[src/epm_params.svh]
`ifndef EPM_PARAMS_SVH
`define EPM_PARAMS_SVH

// ==========================================================
// register indices (byte address is four times the index)
`define EPM_IDX_CRC4_LO 6'h00
`define EPM_IDX_CRC4_HI 6'h01
`define EPM_IDX_ALIGN_LO 6'h02
`define EPM_IDX_ALIGN_HI 6'h03
`define EPM_IDX_CHANGE 6'h04
`define EPM_IDX_LOSS 6'h05
`define EPM_IDX_PATTERN_LO 6'h06
`define EPM_IDX_PATTERN_HI 6'h07
`define EPM_IDX_LCV_LO 6'h08
`define EPM_IDX_LCV_HI 6'h09
`define EPM_IDX_NETCRC_LO 6'h0A
`define EPM_IDX_NETCRC_HI 6'h0B
`define EPM_IDX_REMOTE_LO 6'h0C
`define EPM_IDX_REMOTE_HI 6'h0D
`define EPM_IDX_CTRL 6'h10
`define EPM_IDX_STAT 6'h11

// ==========================================================
// fields and reset values
`define EPM_CTRL_AUTO_BIT 0
`define EPM_CTRL_TRIG_BIT 1
`define EPM_CTRL_RESET 2'h0
`define EPM_HI10_LSB 4
`define EPM_STAT_AUTO_BIT 8

// ==========================================================
// counter widths
`define EPM_W_CRC4 10
`define EPM_W_ALIGN 11
`define EPM_W_CHANGE 3
`define EPM_W_LOSS 5
`define EPM_W_PATTERN 16
`define EPM_W_LCV 16
`define EPM_W_NETCRC 10
`define EPM_W_REMOTE 10
`define EPM_NUM_CNT 8

// ==========================================================
// timing
`define EPM_CLK_PERIOD_NS 100
`define EPM_REFRESH_PERIOD_NS 1000000000
`define EPM_REFRESH_CYCLES (`EPM_REFRESH_PERIOD_NS / `EPM_CLK_PERIOD_NS)

// ==========================================================
// bus answers
`define EPM_RESP_OKAY 2'h0
`define EPM_RESP_SLVERR 2'h2

`endif

[src/epm_pkg.sv]
package epm_pkg;

   // one-cycle event pulses from the framer and detectors
   typedef struct packed {
      logic remoteBlockError;
      logic networkSideCrcError;
      logic lineCodeViolation;
      logic patternDetectorError;
      logic frameLoss;
      logic alignmentChange;
      logic alignmentError;
      logic crc4Error;
   } epm_events_t;

   // what started a group refresh
   typedef struct packed {
      logic manual;
      logic auto;
   } epm_refresh_cause_t;

endpackage

[src/epm_perf_monitor.sv]
`timescale 1ns/1ps
`include "epm_params.svh"

module epm_perf_monitor #(
   parameter int ADDR_W = 8,
   parameter int REFRESH_CYCLES = `EPM_REFRESH_CYCLES
) (
   // clock and reset
   input wire logic mclk,
   input wire logic sys_rst,
   // counted events, same clock
   input epm_pkg::epm_events_t events,
   // refresh indication
   output logic refreshStrobe,
   output epm_pkg::epm_refresh_cause_t refreshCause,
   // axi4-lite write address
   input wire logic s_axi_awvalid,
   output logic s_axi_awready,
   input wire logic [ADDR_W-1:0] s_axi_awaddr,
   // axi4-lite write data
   input wire logic s_axi_wvalid,
   output logic s_axi_wready,
   input wire logic [31:0] s_axi_wdata,
   input wire logic [3:0] s_axi_wstrb,
   // axi4-lite write response
   output logic s_axi_bvalid,
   input wire logic s_axi_bready,
   output logic [1:0] s_axi_bresp,
   // axi4-lite read address
   input wire logic s_axi_arvalid,
   output logic s_axi_arready,
   input wire logic [ADDR_W-1:0] s_axi_araddr,
   // axi4-lite read data
   output logic s_axi_rvalid,
   input wire logic s_axi_rready,
   output logic [31:0] s_axi_rdata,
   output logic [1:0] s_axi_rresp
);
   import epm_pkg::*;

   // ==========================================================
   // elaboration checks
   localparam int IDX_W = ADDR_W - 2;

   // control and status sit above the bank, so seven address bits are the floor
   if (ADDR_W < 7 || ADDR_W > 32)
   begin : gBadAddrW
      $error("address width must hold the control and status words");
   end

   // a one-cycle period would tick on every clock
   if (REFRESH_CYCLES < 2)
   begin : gBadRefresh
      $error("refresh period must be at least two cycles");
   end

   // ==========================================================
   // event vector, index 0 is the crc-4 counter
   localparam int CNT_W [`EPM_NUM_CNT] = '{
      `EPM_W_CRC4, `EPM_W_ALIGN, `EPM_W_CHANGE, `EPM_W_LOSS,
      `EPM_W_PATTERN, `EPM_W_LCV, `EPM_W_NETCRC, `EPM_W_REMOTE
   };

   wire logic [`EPM_NUM_CNT-1:0] evVec;

   assign evVec = {
      events.remoteBlockError,
      events.networkSideCrcError,
      events.lineCodeViolation,
      events.patternDetectorError,
      events.frameLoss,
      events.alignmentChange,
      events.alignmentError,
      events.crc4Error
   };

   // ==========================================================
   // control and refresh timing
   logic [1:0] ctrl_q;
   logic trigPrev_q;
   logic [31:0] secCnt_q;
   logic [31:0] secCnt_d;
   logic [7:0] refreshCount_q;
   logic refreshStrobe_q;
   epm_refresh_cause_t refreshCause_q;

   wire logic autoEnable;
   wire logic manualEdge;
   wire logic autoTick;
   wire logic refreshPulse;

   assign autoEnable = ctrl_q[`EPM_CTRL_AUTO_BIT];
   assign manualEdge = ctrl_q[`EPM_CTRL_TRIG_BIT] & ~trigPrev_q;
   assign autoTick = autoEnable && (secCnt_q == 32'(REFRESH_CYCLES - 1));
   // one pulse serves both causes so the group never refreshes twice
   assign refreshPulse = manualEdge | autoTick;

   // seconds timer idles at zero while auto refresh is off
   assign secCnt_d = !autoEnable ? 32'h0 :
                     autoTick ? 32'h0 :
                     secCnt_q + 32'h1;

   always_ff @(posedge mclk or posedge sys_rst)
   begin
      if (sys_rst)
      begin
         trigPrev_q <= 1'b0;
         secCnt_q <= 32'h0;
      end
      else
      begin
         trigPrev_q <= ctrl_q[`EPM_CTRL_TRIG_BIT];
         secCnt_q <= secCnt_d;
      end
   end

   always_ff @(posedge mclk or posedge sys_rst)
   begin
      if (sys_rst)
      begin
         refreshCount_q <= 8'h00;
         refreshStrobe_q <= 1'b0;
         refreshCause_q <= '0;
      end
      else
      begin
         refreshStrobe_q <= refreshPulse;
         refreshCause_q <= '{manual: manualEdge, auto: autoTick};
         if (refreshPulse)
            refreshCount_q <= refreshCount_q + 8'h01;
      end
   end

   assign refreshStrobe = refreshStrobe_q;
   assign refreshCause = refreshCause_q;

   // ==========================================================
   // running counters and snapshot bank
   logic [15:0] run_q [`EPM_NUM_CNT];
   logic [15:0] snap_q [`EPM_NUM_CNT];

   for (genvar i = 0; i < `EPM_NUM_CNT; i++)
   begin : gCnt
      localparam logic [15:0] MAXV = 16'((32'h1 << CNT_W[i]) - 32'h1);
      wire logic atMax;
      wire logic [15:0] runD;

      // counts saturate rather than wrap so an overflow never reads small
      assign atMax = run_q[i] == MAXV;
      // an event in the refresh cycle starts the next interval
      assign runD = refreshPulse ? {15'h0, evVec[i]} :
                    (evVec[i] && !atMax) ? run_q[i] + 16'h1 :
                    run_q[i];

      always_ff @(posedge mclk or posedge sys_rst)
      begin
         if (sys_rst)
            run_q[i] <= 16'h0;
         else
            run_q[i] <= runD;
      end

      always_ff @(posedge mclk or posedge sys_rst)
      begin
         if (sys_rst)
            snap_q[i] <= 16'h0;
         else if (refreshPulse)
            snap_q[i] <= run_q[i];
      end
   end

   // ==========================================================
   // counter register images
   wire logic [7:0] crc4Lo;
   wire logic [7:0] crc4Hi;
   wire logic [7:0] alignLo;
   wire logic [7:0] alignHi;
   wire logic [7:0] changeReg;
   wire logic [7:0] lossReg;
   wire logic [7:0] patternLo;
   wire logic [7:0] patternHi;
   wire logic [7:0] lcvLo;
   wire logic [7:0] lcvHi;
   wire logic [7:0] netCrcLo;
   wire logic [7:0] netCrcHi;
   wire logic [7:0] remoteLo;
   wire logic [7:0] remoteHi;

   assign crc4Lo = snap_q[0][7:0];
   assign crc4Hi = 8'({snap_q[0][9:8], 4'h0});
   assign alignLo = snap_q[1][7:0];
   assign alignHi = {5'h00, snap_q[1][10:8]};
   assign changeReg = {5'h00, snap_q[2][2:0]};
   assign lossReg = {3'h0, snap_q[3][4:0]};
   assign patternLo = snap_q[4][7:0];
   assign patternHi = snap_q[4][15:8];
   assign lcvLo = snap_q[5][7:0];
   assign lcvHi = snap_q[5][15:8];
   assign netCrcLo = snap_q[6][7:0];
   assign netCrcHi = 8'({snap_q[6][9:8], 4'h0});
   assign remoteLo = snap_q[7][7:0];
   assign remoteHi = 8'({snap_q[7][9:8], 4'h0});

   // ==========================================================
   // read decode
   wire logic [IDX_W-1:0] rdIdx;
   wire logic rdBank;
   wire logic rdCtrl;
   wire logic rdStat;
   wire logic rdHit;
   wire logic [7:0] bankByte;
   wire logic [31:0] rdWord;
   wire logic [31:0] statWord;

   assign rdIdx = s_axi_araddr[ADDR_W-1:2];
   assign rdBank = rdIdx <= IDX_W'(`EPM_IDX_REMOTE_HI);
   assign rdCtrl = rdIdx == IDX_W'(`EPM_IDX_CTRL);
   assign rdStat = rdIdx == IDX_W'(`EPM_IDX_STAT);
   assign rdHit = rdBank | rdCtrl | rdStat;

   assign bankByte =
      (rdIdx == IDX_W'(`EPM_IDX_CRC4_LO)) ? crc4Lo :
      (rdIdx == IDX_W'(`EPM_IDX_CRC4_HI)) ? crc4Hi :
      (rdIdx == IDX_W'(`EPM_IDX_ALIGN_LO)) ? alignLo :
      (rdIdx == IDX_W'(`EPM_IDX_ALIGN_HI)) ? alignHi :
      (rdIdx == IDX_W'(`EPM_IDX_CHANGE)) ? changeReg :
      (rdIdx == IDX_W'(`EPM_IDX_LOSS)) ? lossReg :
      (rdIdx == IDX_W'(`EPM_IDX_PATTERN_LO)) ? patternLo :
      (rdIdx == IDX_W'(`EPM_IDX_PATTERN_HI)) ? patternHi :
      (rdIdx == IDX_W'(`EPM_IDX_LCV_LO)) ? lcvLo :
      (rdIdx == IDX_W'(`EPM_IDX_LCV_HI)) ? lcvHi :
      (rdIdx == IDX_W'(`EPM_IDX_NETCRC_LO)) ? netCrcLo :
      (rdIdx == IDX_W'(`EPM_IDX_NETCRC_HI)) ? netCrcHi :
      (rdIdx == IDX_W'(`EPM_IDX_REMOTE_LO)) ? remoteLo :
      remoteHi;

   // count wraps; software compares two reads to see that a refresh happened
   assign statWord = 32'({autoEnable, refreshCount_q});

   assign rdWord = rdBank ? {24'h000000, bankByte} :
                   rdCtrl ? {30'h0, ctrl_q} :
                   rdStat ? statWord :
                   32'h0;

   // ==========================================================
   // read channel
   logic rvalid_q;
   logic [31:0] rdata_q;
   logic [1:0] rresp_q;

   wire logic arTake;

   // one read in flight; no new address while an answer stands
   assign s_axi_arready = !rvalid_q;
   assign arTake = s_axi_arvalid && !rvalid_q;

   always_ff @(posedge mclk or posedge sys_rst)
   begin
      if (sys_rst)
      begin
         rvalid_q <= 1'b0;
         rdata_q <= 32'h0;
         rresp_q <= `EPM_RESP_OKAY;
      end
      else if (arTake)
      begin
         rvalid_q <= 1'b1;
         rdata_q <= rdWord;
         rresp_q <= rdHit ? `EPM_RESP_OKAY : `EPM_RESP_SLVERR;
      end
      else if (s_axi_rready)
         rvalid_q <= 1'b0;
   end

   assign s_axi_rvalid = rvalid_q;
   assign s_axi_rdata = rdata_q;
   assign s_axi_rresp = rresp_q;

   // ==========================================================
   // write channels, address and data taken in either order
   logic awHeld_q;
   logic [ADDR_W-1:0] awAddr_q;
   logic wHeld_q;
   logic [31:0] wData_q;
   logic [3:0] wStrb_q;
   logic bvalid_q;
   logic [1:0] bresp_q;

   wire logic awTake;
   wire logic wTake;
   wire logic wrCommit;
   wire logic [IDX_W-1:0] wrIdx;
   wire logic wrCtrl;
   wire logic wrHit;

   assign s_axi_awready = !awHeld_q;
   assign s_axi_wready = !wHeld_q;
   assign awTake = s_axi_awvalid && !awHeld_q;
   assign wTake = s_axi_wvalid && !wHeld_q;
   // the response slot must be free before the next write lands
   assign wrCommit = awHeld_q && wHeld_q && !bvalid_q;
   assign wrIdx = awAddr_q[ADDR_W-1:2];
   assign wrCtrl = wrIdx == IDX_W'(`EPM_IDX_CTRL);
   // writes to read-only words are accepted and dropped
   assign wrHit = wrCtrl || wrIdx == IDX_W'(`EPM_IDX_STAT) ||
                  wrIdx <= IDX_W'(`EPM_IDX_REMOTE_HI);

   always_ff @(posedge mclk or posedge sys_rst)
   begin
      if (sys_rst)
      begin
         awHeld_q <= 1'b0;
         awAddr_q <= '0;
      end
      else if (awTake)
      begin
         awHeld_q <= 1'b1;
         awAddr_q <= s_axi_awaddr;
      end
      else if (wrCommit)
         awHeld_q <= 1'b0;
   end

   always_ff @(posedge mclk or posedge sys_rst)
   begin
      if (sys_rst)
      begin
         wHeld_q <= 1'b0;
         wData_q <= 32'h0;
         wStrb_q <= 4'h0;
      end
      else if (wTake)
      begin
         wHeld_q <= 1'b1;
         wData_q <= s_axi_wdata;
         wStrb_q <= s_axi_wstrb;
      end
      else if (wrCommit)
         wHeld_q <= 1'b0;
   end

   always_ff @(posedge mclk or posedge sys_rst)
   begin
      if (sys_rst)
      begin
         bvalid_q <= 1'b0;
         bresp_q <= `EPM_RESP_OKAY;
      end
      else if (wrCommit)
      begin
         bvalid_q <= 1'b1;
         bresp_q <= wrHit ? `EPM_RESP_OKAY : `EPM_RESP_SLVERR;
      end
      else if (s_axi_bready)
         bvalid_q <= 1'b0;
   end

   // control bits live in byte lane 0
   // trigger stays set until software clears it; only its rising edge counts
   always_ff @(posedge mclk or posedge sys_rst)
   begin
      if (sys_rst)
         ctrl_q <= `EPM_CTRL_RESET;
      else if (wrCommit && wrCtrl && wStrb_q[0])
         ctrl_q <= wData_q[1:0];
   end

   // a master that never raises bready stalls all later writes
   assign s_axi_bvalid = bvalid_q;
   assign s_axi_bresp = bresp_q;

endmodule

[config.mk]
export PLATFORM = sky130hd
export DESIGN_NAME = epm_perf_monitor
export DESIGN_NICKNAME = d
export VERILOG_FILES = /design/src/epm_pkg.sv /design/src/epm_perf_monitor.sv
export VERILOG_INCLUDE_DIRS = /design/src
export SDC_FILE = /design/constraint.sdc
export NUM_CORES = 1
export LEC_CHECK = 0
export BUFFER_PORTS_ARGS = -buffer_cell sky130_fd_sc_hd__buf_2
export CORE_MARGIN = 5
export CORE_UTILIZATION = 50
export DETAILED_ROUTE_END_ITERATION = 8
export PLACE_DENSITY = 0.79
export SLEW_MARGIN = 15
export SYNTH_ARGS = -nofsm -noshare
export SYNTH_HDL_FRONTEND = slang
export SYNTH_SLANG_ARGS = --single-unit
export TNS_END_PERCENT = 10
[constraint.sdc]
create_clock -name mclk -period 9.2 [get_ports mclk]
set_input_delay 0 -clock mclk [delete_from_list [all_inputs] [get_ports mclk]]
set_output_delay 0 -clock mclk [all_outputs]
set_load 0.1 [all_outputs]
==> impl_metrics.tcl <==
set metrics [dict create \
    first_global_vias 10400 \
    grt_setup_unrepaired "no" \
    drc 0 \
    post-place-ws_ns 5.36 \
    peakVddDrop_mv 0.166 \
    cts_setup_buffers 0 \
    maxSlewViolCount 0 \
    max_freq_mhz 259 \
    path_buf_inv 3 \
    cp-endpoint "refreshCount_q[7]" \
    ff2ff_path_depth 10 \
    portBuffers 48 \
    startpoint "secCnt_q[0]" \
    leakage_uw 0.00717 \
    ant_nets 0 \
    yosysMostFrequentCell "nand2_1" \
    ys_types 73 \
    grt-ovfl-total 0 \
    avgViaCountPerCell 5.53 \
    grt_max_degree 186 \
    synth_area_leaders "dfrtp_1 51%, nand2_1 8.8%, nor2_1 5.0%" \
    core_region_area_mm2 0.0270 \
    drt_iter0_drc 1077 \
    yosysWarnings 0 \
    syn-cell-area_mm2 0.0138 \
    worst_pin_slew_ns 1.16 \
    crit_type "reg2reg" \
    largest_reg_flops 128 \
    crit_family "buffers and inverters" \
    skew_ns 0.0239 \
    cp_max_fo 122 \
    crit_slowest_cell "buf_4" \
    fin_hold_ws_ns 0.0972 \
    ys_seq_area_frac 0.507 \
    setup_viol 0 \
    dp_hpwl_um 19300 \
    numClockSinks 279 \
    regMostFlops "run_q" \
    synth_flop_cell "dfrtp_1" \
    avgSynthCellArea_um2 9.19 \
    fin_crit_sh 0.419 \
    reg2reg_from "secCnt_q[0]" \
    powerDensity_mw_per_mm2 257 \
    worstPathCellList "ha_1, and4_1, nand3_1, nor3_2, nor2_4, buf_4, inv_6, buf_4, nand3_1, xnor2_1" \
    synth_top_area_share 0.507 \
    cts_resized 0 \
    cts_buffers 28 \
    status "complete, no violations" \
    firstDrtPassIters 5 \
    cp_slowest_stage_delay_ns 0.82 \
    grt_use_total 0.191 \
    setup_ws_ns 5.35 \
    clkTransAtPathRegs_ns 0.06 \
    die_h_um 176 \
    r2r_end "refreshCount_q[7]" \
    htreeDepth 1 \
    path_depth 10 \
    final_nets 1628 \
    slew_headroom 0.227 \
    wl_um 29700 \
    cts_root_buf "clkbuf_16" \
    wire_per_inst_um 15.5 \
    hold_path_class "in2async" \
    crit_path_start_kind "flop" \
    drv_cap 0 \
    dieArea_mm2 0.0309 \
    hold_violations 0 \
    grt_pass1_wl_um 50100 \
    cts_tree "yes" \
    num_rows 60 \
    synth.ff_latch_count 279 \
    start_util 0.509 \
    clkLatencyLatePin_ns 0.55 \
    io_pins 111 \
    arrival_ns 4.29 \
    r2r_slack_ns 5.35 \
    synth_largest_area_cell "dfrtp_1" \
    antenna_found_initial 2 \
    crit_required_ns 9.64 \
    synth_common_cells "324 x nand2_1, 279 x dfrtp_1, 185 x nor2_1" \
    fin_tns_setup_ns 0 \
    gp_congestion 0.949 \
    cts_buffer_depth 3 \
    syn_to_final_growth_pct 12.0 \
    die_w_um 176 \
    syn_inst 1498 \
    async_flop_share 1.00 \
    vias 10600 \
    synth_edf_count 0 \
    min_period_ns 3.85 \
    cp-end-kind "flop" \
    drive_above_1_share 0.0847 \
]
## final cells by class
class / instances / area (um^2)
well taps: 341 / 427
diodes: 1 / 2.50
inverters: 34 / 140
clock inverters: 11 / 150
repair buffers: 85 / 611
fillers: 2294 / 11600
multi-input cells: 1123 / 6300
flip-flops and latches: 279 / 6980
clock buffers: 39 / 802
## worst register-to-register path, delay by kind of cell, from the launching register on
family	cells	cell delay (ns)
buffers and inverters	3	1.79
AND/OR/NAND/NOR	5	1.14
flip-flops	1	0.39
adder cells (fa/ha/maj)	1	0.22
XOR/XNOR	1	0.19
## logic make-up after synthesis
group           count (synthesis)  share of synthesized area
fa+ha+maj                      10                    0.00909
simple gates                  779                      0.261
other cells                     1                   0.000272
buf+inv                       120                     0.0426
flops                         279                      0.507
compound gates                141                     0.0681
xor+xnor                      140                     0.0896
mux                            28                     0.0216
## cells in the final DEF, fill, tap and decap left out, drive strengths merged, types with 6 or more instances in the layout
cell,Yosys,routed
xor2,78,78
nor4b,7,7
dfrtp,279,279
xnor2,62,62
a21oi,37,37
ha,10,10
buf,58,53
or3,10,10
nand4,37,37
a221oi,7,7
nor2b,9,9
clkinv,0,6
nand3,67,67
nand2b,6,6
mux2,14,14
nor3b,6,6
nor3,31,31
nor4,13,13
mux2i,14,14
inv,34,34
o21ai,39,39
clkbuf,28,39
and2,17,17
and3,37,37
nor2,190,190
nand2,324,324
conb,1,25
and4,13,13
dlygate4sd3,0,32
## through the flow
stage	utilization	total power (uW)	std cells	area (um^2)
2_1_floorplan	-	2560	1522	13900
3_3_place_gp	0.523	2750	1830	14100
3_5_place_dp	0.523	2800	1830	14100
4_1_cts	0.570	3990	1912	15400
5_1_grt	0.570	4200	1913	15400
6_report	0.570	3970	1913	15400
## worst min-delay path by stage
stage                    start        endpoint  slack [ns]  cells past startpoint
2_1_floorplan     s_axi_bready    s_axi_bvalid         0.1                      1
3_3_place_gp           sys_rst      run_q[122]        0.15                      2
3_5_place_dp           sys_rst      run_q[123]        0.15                      2
4_1_cts        s_axi_araddr[4]  s_axi_rdata[0]        0.06                      4
5_1_grt        s_axi_araddr[4]  s_axi_rdata[0]        0.16                      4
6_report               sys_rst      run_q[118]         0.1                      3
## routing by layer
| layer | vias up | track usage | share of wire |
|---|---|---|---|
| met5 | - | 0 | 0.00024 |
| met4 | 2 | 0.0461 | 0.021 |
| met3 | 58 | 0.0297 | 0.058 |
| met2 | 283 | 0.317 | 0.48 |
| met1 | 5121 | 0.265 | 0.44 |
| li1 | 5113 | - | - |
## timing repair
item,CTS,global route
hold endpoints to repair,143,0
endpoints found under the setup margin,0,0
hold buffers,32,0
## report_power, final
part,internal (uW),total (uW),leakage [uW],switching [uW]
sequential,1480,1730,0.00373,243
clock,692,1170,0.000463,480
combinational,300,1070,0.00298,770
Note: power is estimated with default switching activity, not from simulation.
